$ cat src/include/irdp_pkg.sv
package irdp_pkg;

  // ---------------------------------------------------------------
  // Register map (byte addresses)
  // ---------------------------------------------------------------
  localparam int unsigned REG_ADDR_W = 12;
  localparam logic [11:0] SELECT_OFFSET  = 12'h024;
  localparam logic [11:0] COMMAND_OFFSET = 12'h028;
  localparam logic [11:0] ADDRESS_OFFSET = 12'h02C;
  localparam logic [11:0] WORD_OFFSET    = 12'h030;
  localparam logic [11:0] STATUS_OFFSET  = 12'h034;

  // ---------------------------------------------------------------
  // Field layout
  // ---------------------------------------------------------------
  localparam int unsigned DATA_W         = 32;
  localparam int unsigned READY_BIT      = 31;
  localparam int unsigned SEL_LSB        = 0;
  localparam int unsigned SEL_W          = 4;
  localparam int unsigned CMD_WRITE_BIT  = 0;
  localparam int unsigned RAM_ADDR_W     = 14;
  localparam int unsigned TIMEOUT_BIT    = 0;

  // ---------------------------------------------------------------
  // Reset values
  // ---------------------------------------------------------------
  localparam logic [3:0]  SEL_RESET     = 4'h0;
  localparam logic        CMD_RESET     = 1'b0;
  localparam logic [13:0] ADDRESS_RESET = 14'h0000;
  localparam logic [31:0] WORD_RESET    = 32'h0000_0000;

  // ---------------------------------------------------------------
  // Target RAM codes
  // ---------------------------------------------------------------
  localparam int unsigned RAM_SLOTS = 8;
  localparam logic [3:0] SEL_RX_BUFFER   = 4'h0;
  localparam logic [3:0] SEL_VLAN_HASH   = 4'h1;
  localparam logic [3:0] SEL_HEADER      = 4'h2;
  localparam logic [3:0] SEL_RX_FIFO_CTL = 4'h3;
  localparam logic [3:0] SEL_TX_FIFO_CTL = 4'h4;
  localparam logic [3:0] SEL_DESCRIPTOR  = 4'h5;
  localparam logic [3:0] SEL_TX_BUFFER   = 4'h7;

  // ---------------------------------------------------------------
  // Timing
  // ---------------------------------------------------------------
  localparam int unsigned ACCESS_TIMEOUT_CYCLES = 1024;

  typedef enum logic [0:0] {
    IRDP_IDLE = 1'b0,
    IRDP_BUSY = 1'b1
  } irdp_state_t;

  function automatic logic irdp_sel_valid(input logic [3:0] sel);
    return (sel <= SEL_DESCRIPTOR) || (sel == SEL_TX_BUFFER);
  endfunction

endpackage

$ cat src/irdp_data_port.sv
// Summary of operation
// - Bit 31 of the select register is a read-only ready flag for the last RAM access.
// - The ready flag is one when idle, zero while busy, and one after reset.
// - A read keeps ready low until the fetched word sits in the word register.
// - The 4-bit selector picks the target RAM; codes 6 and 8 to 15 are reserved.
// - A write to the command register while idle starts one transaction; one while busy is dropped.
// - Command bit zero written as one makes a RAM write, as zero a RAM read.
// - The address register holds a 14-bit word address, upper bits zero, reset zero.
// - The 32-bit word register feeds writes, takes read results, and resets to zero.
// - The selector is read/write and resets to the receive buffer code.
module irdp_data_port import irdp_pkg::*; #(
  parameter int unsigned TIMEOUT_CYCLES = ACCESS_TIMEOUT_CYCLES
) (
  // Clock and reset
  input  wire logic                        clk_sys_i,
  input  wire logic                        reset_i,
  // Register port
  input  wire logic [REG_ADDR_W-1:0]       reg_addr_i,
  input  wire logic [DATA_W-1:0]           reg_wdata_i,
  input  wire logic                        reg_wr_i,
  input  wire logic                        reg_rd_i,
  output logic      [DATA_W-1:0]           reg_rdata_o,
  // Internal RAM side
  output logic      [RAM_SLOTS-1:0]        ram_req_o,
  output logic                             ram_wr_o,
  output logic      [RAM_ADDR_W-1:0]       ram_addr_o,
  output logic      [DATA_W-1:0]           ram_wdata_o,
  input  wire logic [RAM_SLOTS-1:0]        ram_ack_i,
  input  wire logic [RAM_SLOTS*DATA_W-1:0] ram_rdata_i,
  // Status
  output logic                             port_ready_flag_o
);

  localparam int unsigned TIMER_W = $clog2(TIMEOUT_CYCLES);

  // ---------------------------------------------------------------
  // Elaboration checks
  // ---------------------------------------------------------------
  if (TIMEOUT_CYCLES < 2) begin : g_bad_timeout
    $error("TIMEOUT_CYCLES must be at least 2");
  end

  typedef struct packed {
    irdp_state_t           state;
    logic [SEL_W-1:0]      sel;
    logic                  cmd_write;
    logic [RAM_ADDR_W-1:0] addr;
    logic [DATA_W-1:0]     word;
    logic [SEL_W-1:0]      ram_sel;
    logic                  ram_wr;
    logic [RAM_ADDR_W-1:0] ram_addr;
    logic [DATA_W-1:0]     ram_wdata;
    logic [TIMER_W-1:0]    timer;
    logic                  timed_out;
    logic [DATA_W-1:0]     rdata;
  } irdp_regs_t;

  irdp_regs_t        st;
  irdp_regs_t        next_st;
  logic              busy;
  logic              cmd_start;
  logic              mux_ack;
  logic [DATA_W-1:0] mux_rdata;

  // ---------------------------------------------------------------
  // Target select and answer
  // ---------------------------------------------------------------
  irdp_ram_mux u_mux (
    .sel_i   (st.ram_sel),
    .busy_i  (busy),
    .req_o   (ram_req_o),
    .ack_i   (ram_ack_i),
    .rdata_i (ram_rdata_i),
    .ack_o   (mux_ack),
    .rdata_o (mux_rdata)
  );

  assign busy      = (st.state == IRDP_BUSY);
  assign cmd_start = reg_wr_i && (reg_addr_i == COMMAND_OFFSET) && !busy;

  // ---------------------------------------------------------------
  // Next state
  // ---------------------------------------------------------------
  always_comb begin
    next_st       = st;
    next_st.rdata = '0;

    // Read data stand only in the cycle after the strobe
    if (reg_rd_i) begin
      unique case (reg_addr_i)
        SELECT_OFFSET: begin
          next_st.rdata[READY_BIT]            = !busy;
          next_st.rdata[SEL_LSB +: SEL_W]     = st.sel;
        end
        COMMAND_OFFSET: begin
          next_st.rdata[CMD_WRITE_BIT]        = st.cmd_write;
        end
        ADDRESS_OFFSET: begin
          next_st.rdata[RAM_ADDR_W-1:0]       = st.addr;
        end
        WORD_OFFSET: begin
          next_st.rdata                       = st.word;
        end
        STATUS_OFFSET: begin
          next_st.rdata[TIMEOUT_BIT]          = st.timed_out;
        end
        default: begin
          next_st.rdata                       = '0;
        end
      endcase
    end

    if (reg_wr_i) begin
      unique case (reg_addr_i)
        SELECT_OFFSET: begin
          next_st.sel = reg_wdata_i[SEL_LSB +: SEL_W];
        end
        COMMAND_OFFSET: begin
          // A command during a transaction is dropped whole
          if (!busy) begin
            next_st.cmd_write = reg_wdata_i[CMD_WRITE_BIT];
          end
        end
        ADDRESS_OFFSET: begin
          next_st.addr = reg_wdata_i[RAM_ADDR_W-1:0];
        end
        WORD_OFFSET: begin
          next_st.word = reg_wdata_i;
        end
        STATUS_OFFSET: begin
          if (reg_wdata_i[TIMEOUT_BIT]) begin
            next_st.timed_out = 1'b0;
          end
        end
        default: begin
        end
      endcase
    end

    unique case (st.state)
      IRDP_IDLE: begin
        // any command write starts a transaction
        if (cmd_start) begin
          next_st.state     = IRDP_BUSY;
          next_st.ram_wr    = reg_wdata_i[CMD_WRITE_BIT];
          next_st.ram_sel   = st.sel;
          next_st.ram_addr  = st.addr;
          next_st.ram_wdata = st.word;
          next_st.timer     = '0;
        end
      end
      IRDP_BUSY: begin
        next_st.timer = st.timer + 1'b1;
        if (mux_ack) begin
          // word loaded in the same edge that frees ready
          next_st.state = IRDP_IDLE;
          if (!st.ram_wr) begin
            next_st.word = mux_rdata;
          end
        end else if (st.timer == TIMER_W'(TIMEOUT_CYCLES - 1)) begin
          // A silent RAM must not hang the port for ever
          next_st.state     = IRDP_IDLE;
          next_st.timed_out = 1'b1;
          if (!st.ram_wr) begin
            next_st.word = '0;
          end
        end
      end
    endcase
  end

  // ---------------------------------------------------------------
  // State register
  // ---------------------------------------------------------------
  always_ff @(posedge clk_sys_i) begin
    if (reset_i) begin
      // idle, so ready, out of reset
      st <= '{state:     IRDP_IDLE,
              sel:       SEL_RESET,
              cmd_write: CMD_RESET,
              addr:      ADDRESS_RESET,
              word:      WORD_RESET,
              ram_sel:   SEL_RESET,
              ram_wr:    1'b0,
              ram_addr:  ADDRESS_RESET,
              ram_wdata: WORD_RESET,
              timer:     '0,
              timed_out: 1'b0,
              rdata:     WORD_RESET};
    end else begin
      st <= next_st;
    end
  end

  // ---------------------------------------------------------------
  // Outputs
  // ---------------------------------------------------------------
  assign reg_rdata_o       = st.rdata;
  assign ram_wr_o          = st.ram_wr;
  assign ram_addr_o        = st.ram_addr;
  assign ram_wdata_o       = st.ram_wdata;
  assign port_ready_flag_o = !busy;
endmodule

$ cat src/irdp_ram_mux.sv
module irdp_ram_mux import irdp_pkg::*; (
  // Transaction state
  input  wire logic [3:0]                  sel_i,
  input  wire logic                        busy_i,
  // Target RAM handshake
  output logic      [RAM_SLOTS-1:0]        req_o,
  input  wire logic [RAM_SLOTS-1:0]        ack_i,
  input  wire logic [RAM_SLOTS*DATA_W-1:0] rdata_i,
  // Selected answer
  output logic                             ack_o,
  output logic      [DATA_W-1:0]           rdata_o
);

  logic valid;

  // ---------------------------------------------------------------
  // Decode and answer select
  // ---------------------------------------------------------------
  always_comb begin
    valid   = irdp_sel_valid(sel_i);
    req_o   = '0;
    ack_o   = 1'b0;
    rdata_o = '0;
    if (busy_i) begin
      if (valid) begin
        req_o[sel_i[2:0]] = 1'b1;
        ack_o             = ack_i[sel_i[2:0]];
        rdata_o           = rdata_i[sel_i[2:0]*DATA_W +: DATA_W];
      end else begin
        // Reserved code: nothing to wait for, read answers zero
        ack_o = 1'b1;
      end
    end
  end

endmodule

$ cat config.mk
export PLATFORM = sky130hd
export DESIGN_NAME = irdp_data_port
export DESIGN_NICKNAME = d
export VERILOG_FILES = /design/src/include/irdp_pkg.sv /design/src/irdp_data_port.sv /design/src/irdp_ram_mux.sv
export SDC_FILE = /design/constraint.sdc
export NUM_CORES = 1
export LEC_CHECK = 0
export ABC_AREA = 0
export BUFFER_PORTS_ARGS = -buffer_cell sky130_fd_sc_hd__buf_2
export CORE_AREA = 2 2 153 155
export DETAILED_ROUTE_END_ITERATION = 7
export DIE_AREA = 0 0 155 157
export GPL_ROUTABILITY_DRIVEN = 1
export PLACE_DENSITY = 0.68
export REMOVE_ABC_BUFFERS = 1
export SETUP_SLACK_MARGIN = 0.3
export SLEW_MARGIN = 40
export SYNTH_ARGS = -nofsm -noshare
export SYNTH_HDL_FRONTEND = slang
export SYNTH_SLANG_ARGS = --single-unit
$ cat constraint.sdc
create_clock -name clk_sys_i -period 3 [get_ports clk_sys_i]
set_input_delay 0 -clock clk_sys_i [delete_from_list [all_inputs] [get_ports clk_sys_i]]
set_output_delay 0 -clock clk_sys_i [all_outputs]
set_load 0.005 [all_outputs]
==> results of run 1 <==
[how the worst min path moves through the flow]
stage,start,to,depth (start not counted)
3_3_place_gp,reg_wdata_i[4],st[130],3
6_report,reg_rd_i,reg_rdata_o[2],3
2_1_floorplan,reset_i,busy,1
3_5_place_dp,reg_wdata_i[7],st[133],3
5_1_grt,ram_rdata_i[64],st[94],5
4_1_cts,reg_rd_i,reg_rdata_o[2],3
[per-layer routing]
metal | global-route usage, % | wire length, um | part of all wire [%] | vias to the layer above
met2 | 38.9 | 13400 | 50 | 348
met5 | 0 | 0 | 0 | -
li1 | - | - | - | 3825
met4 | 8.60 | 750 | 2.8 | 0
met1 | 24.6 | 10700 | 40 | 3731
met3 | 5.18 | 1960 | 7.3 | 41
[per-stage QoR]
stage	util (%)	area (um^2)	setup WS, ns	total power, mW
2_1_floorplan	-	7350	-1.41	2.09
3_3_place_gp	43.6	9810	0.655	2.32
3_5_place_dp	43.6	9810	0.639	2.33
4_1_cts	47.4	10700	0.649	4.36
5_1_grt	47.4	10700	0.459	4.46
6_report	47.4	10700	0.664	4.31
[power breakdown]
part / total [mW] / internal (mW) / switching [mW]
clock: 1.99 / 1.14 / 0.851
sequential: 1.94 / 1.94 / 0.0000761
combinational: 0.383 / 0.234 / 0.149
total: 4.31 / 3.31 / 1.00
[state kept, by name, indices dropped and copies added, names as in the netlist]
signal,cells
ram_wdata_o,32
ram_wr_o,1
ram_addr_o,14
busy,1
st,66
reg_rdata_o,32
[logic make-up after synthesis]
logic type | share of synthesized area (%)
flip-flops | 35.1
multiplexers | 18.6
adder cells (fa/ha/maj) | 0.150
buffers and inverters | 11.9
AND/OR/NAND/NOR | 15.9
other | 0.0450
XOR/XNOR | 0.420
AO/OA/AOI/OAI | 18.0
[cell usage in the layout, fill, tap and decap left out, types with 3 or more instances in the layout]
cell and instances:
a211oi_1 14, a21oi_1 95, a21oi_2 14, a22o_1 10
a22oi_1 36, a311oi_1 3, and2_1 18, and3_1 3
buf_12 3, buf_2 364, buf_4 24, clkbuf_16 17
dfxtp_1 143, dlygate4sd3_1 33, inv_6 3, mux2_2 52
mux2i_1 24, mux4_2 32, nand2_1 138, nand2b_1 5
nand3_1 6, nand3b_1 17, nand4_1 3, nor2_1 55
nor3_1 9, nor4_1 3, nor4_4 3, o21ai_0 30
o21ai_1 11, o22a_1 15, or3_1 5
[worst min-delay path, delay by kind of cell]
family	cells	cell delay [ns]
buffers and inverters	1	0.08
AND/OR/NAND/NOR	2	0.38
[final cells by class]
cell class	count	share of cell area, %
multi-input combinational	629	41.7
timing repair buffer	424	22.4
clock buffer	19	4.05
tap	285	3.34
inverter	2	0.0703
sequential	146	27.5
clock inverter	11	0.984
==> results.txt, run 1 <==
post-layout net count = 1,533
TritonCTS Buffers = 17
Post-Layout Cell Count = 1,516
initial antenna violation count = 0
fin crit period = 2.34 ns
core area = 22,500 um^2
detailed-route via count = 7,945
outcome = finished clean
drt drc = 0
Total GRT Usage = 21.6%
RSZ-0062 raised after global routing = false
Yosys warning count = 0
worst-path fanout max = 22
DIE HEIGHT = 157 um
share of synthesized flip-flops with an asynchronous set or reset = 0%
Die X = 155 um
crit start category = flop
final hold vios = 0
Worst R2R Path Depth = 6
P&R area growth vs syn = 28.1%
Die ar. = 24,300 um^2
CTS tree = yes
area leader, netlist = dfxtp_1
Post-synth EDFFs = 0
dpl hpwl = 19.6 mm
clk_lat worst skew = 0.42 ns
FF/Latch Area = 2930 um^2
final number of setup-violating endpoints = 0
multi-input logic area = 4450 um^2
Gates resized, CTS repair = 0
static leakage = 4.43 nW
Mapped Area = 8340 um^2
Setup Skew = 0.0187 ns
CP Depth = 6
Longest Clk Path Bufs = 2
postcts setup bufs = 0
Req. time, crit path = 3.31 ns
CP Class = flop to flop
Reg2Reg Setup Slack = 0.66 ns
layout filler cell count = 2,219
Slew HR = 48.4%
Worst-Margin Slew = 0.772 ns
Avg Inst Size Synth = 8.93 um^2
share of layout cells above drive strength 1 = 43.2%
Buf+Inv Stages, Crit Path = 1
Cell Pwr Density = 404 nW/um^2
TNS Setup = 0 ns
peak supply drop = 0.000249 V
Hold Buf Count CTS = 33
antenna diode count = 0
number of library cell types mapped by synthesis = 55
Final Cycle Share = 77.9%
gate count after technology mapping = 933
DP Cell Count = 1,453
CP max stage delay = 0.61 ns
Seq cells post-synth = 146
r2r startpoint = st[90]
crit path DAT = 2.65 ns
vias in the first global route = 7,765
drt wl/cell = 17.7 um
sequential area share after synthesis = 35.1%
fin. max-slew vios = 0
CP endpoint kind = flop
first-pass GRT wire length = 40.4 mm
worst hold path class = input pin to flop
top-level I/O count = 400
cell with the most instances after synthesis = dfxtp_1
f_max = 428 MHz
most frequent cells after synthesis = dfxtp_1, nand2_1, a21oi_1
largest net degree at the start of global routing = 117
Placer Congestion = 0.825
area share of the largest cell type after synthesis = 35.1%
number of buffer cells added on primary ports = 365
Clock Sinks = 146
Root Buffer = clkbuf_16
slowest CP cell = dfxtp_4
FP Rows = 55
reg-to-reg critical path endpoint = st[124]
prevailing post-synth register cell = dfxtp_1
Setup crit start = st[90]
overflow left after global routing = 0
Critical path destination = st[124]
Initial Utilization = 37.0%
top post-synthesis cells by area = dfxtp_1, mux4_2, buf_4, mux2_2, nand2_1
hold slack = 0.0742 ns
worst path cell trace = mux2i_1 -> o22ai_1 -> nor3_1 -> buf_4 -> a211o_1 -> o22a_1
post-route ant nets = 0
Iter 0 DRT Violations = 438
H-tree Lvls = 4
Avg Vias per Cell = 5.24
Max Cap Viol = 0
CTS clock-pin slew for the worst setup and hold paths = 0.07 ns
Routed WL = 26.8 mm
DR pass1 iterations = 5
delay-heaviest family, CP = compound AO/OA/AOI/OAI gates
(Power assumes the default switching activity.)
==> run 2, diff against run 1 <==
ABC_AREA = 1   (was 0)
CORE_AREA = default   (was 2 2 153 155)
CORE_ASPECT_RATIO = 0.5   (was default)
CORE_UTILIZATION = 49   (was default)
DIE_AREA = default   (was 0 0 155 157)
PLACE_DENSITY = 0.84   (was 0.68)
clock period = 2.42 ns   (was 3 ns; I/O delays follow)
==> results.txt, run 2 <==
outcome = finished clean
crit path DAT = 2.31 ns (-0.34 ns)
Iter 0 DRT Violations = 1,014 (+130%)
cell with the most instances after synthesis = nand2_1
number of library cell types mapped by synthesis = 39 (-29%)
P&R area growth vs syn = 25.3%
Seq pwr share = 41.6% (-3.3 points)
critical hold path startpoint = reg_wdata_i[25]
fin. max-slew vios = 0 (unchanged)
vias in the first global route = 9,601 (+24%)
CP Class = flop to flop
first-pass GRT wire length = 49.8 mm (+23%)
peak supply drop = 0.000482 V (+94%)
Slew HR = 61.2% (+13 points)
gate count after technology mapping = 1,487 (+59%)
area share of the largest cell type after synthesis = 31.8% (-3.3 points)
final hold vios = 0 (unchanged)
H-tree Lvls = 4 (unchanged)
Final Cycle Share = 81.0% (+3.2 points)
sequential area share after synthesis = 31.8% (-3.3 points)
r2r startpoint = st[92]
Setup WS pre-CTS = 0.427 ns (-0.213 ns)
Placer Congestion = 0.969 (+17%)
Routed WL = 32.3 mm (+20%)
share of layout cells above drive strength 1 = 26.3% (-17 points)
FP Rows = 34 (-38%)
P_sw = 1.30 mW (+30%)
Setup Skew = 0.00628 ns (-0.0124 ns)
Req. time, crit path = 2.77 ns (-0.54 ns)
post-route ant nets = 0 (unchanged)
share of synthesized flip-flops with an asynchronous set or reset = 0% (unchanged)
DR pass1 iterations = 5 (unchanged)
postcts setup bufs = 0 (unchanged)
most frequent cells after synthesis = nand2_1, dfxtp_1, nand3_1
most frequent cells in the layout = nand2_1, buf_2, nand3_1
Avg Vias per Cell = 5.44 (+3.7%)
Seq cells post-synth = 146 (unchanged)
drt wl/cell = 16.1 um (-8.8%)
detailed-route via count = 10,900 (+37%)
drt drc = 0 (unchanged)
DIE HEIGHT = 98.8 um (-37%)
Root Buffer = clkbuf_16
CTS tree = yes
overflow left after global routing = 0 (unchanged)
worst-path fanout max = 17 (-23%)
clk_lat worst skew = 0.41 ns (about the same)
Die X = 196 um (+26%)
top-level I/O count = 400 (unchanged)
crit start category = flop
Net Sw Frac = 22.4% (-0.77 points)
Die ar. = 19,300 um^2 (-21%)
CTS clock-pin slew for the worst setup and hold paths = 0.06 ns (about the same)
worst hold path class = input pin to flop
area leader, netlist = dfxtp_1
prevailing post-synth register cell = dfxtp_1
post-layout net count = 2,065 (+35%)
number of buffer cells added on primary ports = 366 (+0.27%)
final number of setup-violating endpoints = 0 (unchanged)
Clock Sinks = 146 (unchanged)
CP endpoint kind = flop
Logic pwr share = 8.4% (-0.5 points)
Largest register FFs = 66 (unchanged)
Mapped Area = 9190 um^2 (+10%)
Total Power = 5.78 mW (+34%)
core area = 17,900 um^2 (-21%)
Longest Clk Path Bufs = 2 (unchanged)
Total GRT Usage = 32.6% (+11 points)
top post-synthesis cells by area = dfxtp_1, nand2_1, nand3_1, a21oi_1, o21ai_0
Clk pwr share = 50.0% (+3.8 points)
Max Cap Viol = 0 (unchanged)
RSZ-0062 raised after global routing = false
fin crit period = 1.96 ns (-0.375 ns)
Post-synth EDFFs = 0 (unchanged)
Initial Utilization = 51.4% (+14 points)
Setup crit start = st[92]
Top reg by flops = st
Avg Inst Size Synth = 6.18 um^2 (-31%)
static leakage = 6.01 nW (+35%)
TritonCTS Buffers = 17 (unchanged)
Internal = 4.48 mW (+35%)
initial antenna violation count = 1 (+1)
Worst-Margin Slew = 0.580 ns (-0.192 ns)
dpl hpwl = 23.0 mm (+17%)
commonest non-fill, non-tap cell in the layout = nand2_1
final worst slack = 0.459 ns (-0.205 ns)
Yosys warning count = 0 (unchanged)
Cell Pwr Density = 502 nW/um^2 (+24%)
largest net degree at the start of global routing = 59 (-50%)
f_max = 510 MHz (+19%)
[run 2: power by group through the flow]
| stage | Sequential (mW) | Combinational, mW | Clock [mW] |
|---|---|---|---|
| 5_1_grt | 2.40 | 0.532 | 3.03 |
| 3_3_place_gp | 2.46 | 0.439 | 0 |
| 2_1_floorplan | 2.46 | 0.127 | 0 |
| 3_5_place_dp | 2.46 | 0.439 | 0 |
| 6_report | 2.40 | 0.486 | 2.89 |
| 4_1_cts | 2.40 | 0.476 | 2.91 |
[run 2: timing repair]
item	in CTS	in global routing
endpoints found under the hold margin	41	0
hold buffers	26	0
gates resized for setup	0	6
setup endpoints to repair	0	22
[run 2: cell type report]
cell class              instances  area, um^2
clock inverters                13         196
inverters                     134         503
flip-flops and latches        146        2930
repair buffers                425        2380
well taps                     234         293
fillers                      1603        6360
diodes                          1        2.50
clock buffers                  19         464
multi-input cells            1028        4750
[run 2: final timing paths]
path / endpoint / slack (ns) / depth (start not counted)
worst min register to register: reg_rdata_o[19] / 0.46 / 2
worst max-delay path: st[114] / 0.46 / 11
worst min-delay path: st[119] / 0.03 / 5
worst max register to register: st[114] / 0.46 / 11
[run 2: metrics by stage]
stage               utilization (%)  cells  cell area, um^2  TNS (ns)  hold slack, ns
finish                         64.4   2000            11500         0          0.0253
global placement               59.1   1941            10600         0           0.322
CTS                            64.3   1999            11500         0         0.00773
floorplan                         -   1308             8150   -113.48          0.0691
detailed placement             59.1   1941            10600         0           0.328
global route                   64.4   2000            11500         0          0.0537
[run 2: per-layer routing]
layer	routed length [um]	vias up	track usage, %
met5	0	-	0
met4	1070	0	11.7
met3	3340	96	8.04
met2	13900	645	49.3
met1	14000	4838	45.0
li1	-	5294	-
[run 2: worst max-delay path, cell delays in order, from the launching register on]
cell	delay, ns
dfxtp_1	0.37
inv_1	0.11
nand2_1	0.08
inv_2	0.21
o211ai_1	0.15
nand2_2	0.16
nor2_4	0.08
nor2_8	0.23
nand2_4	0.19
nand2_1	0.11
nand2_1	0.07
a21oi_1	0.13
[run 2: kinds of logic (layout without fill, tap and decap cells)]
logic type / count (synthesis) / after routing / synth area share (%)
DFF: 146 / 146 / 31.8
and+or+nand+nor: 736 / 736 / 34.5
buffers and inverters: 313 / 591 / 16.8
adders and majority gates: 1 / 1 / 0.136
AOI/OAI and AO/OA: 289 / 289 / 16.6
other: 1 / 2 / 0.0408
xor gates and xnor gates: 1 / 1 / 0.0953
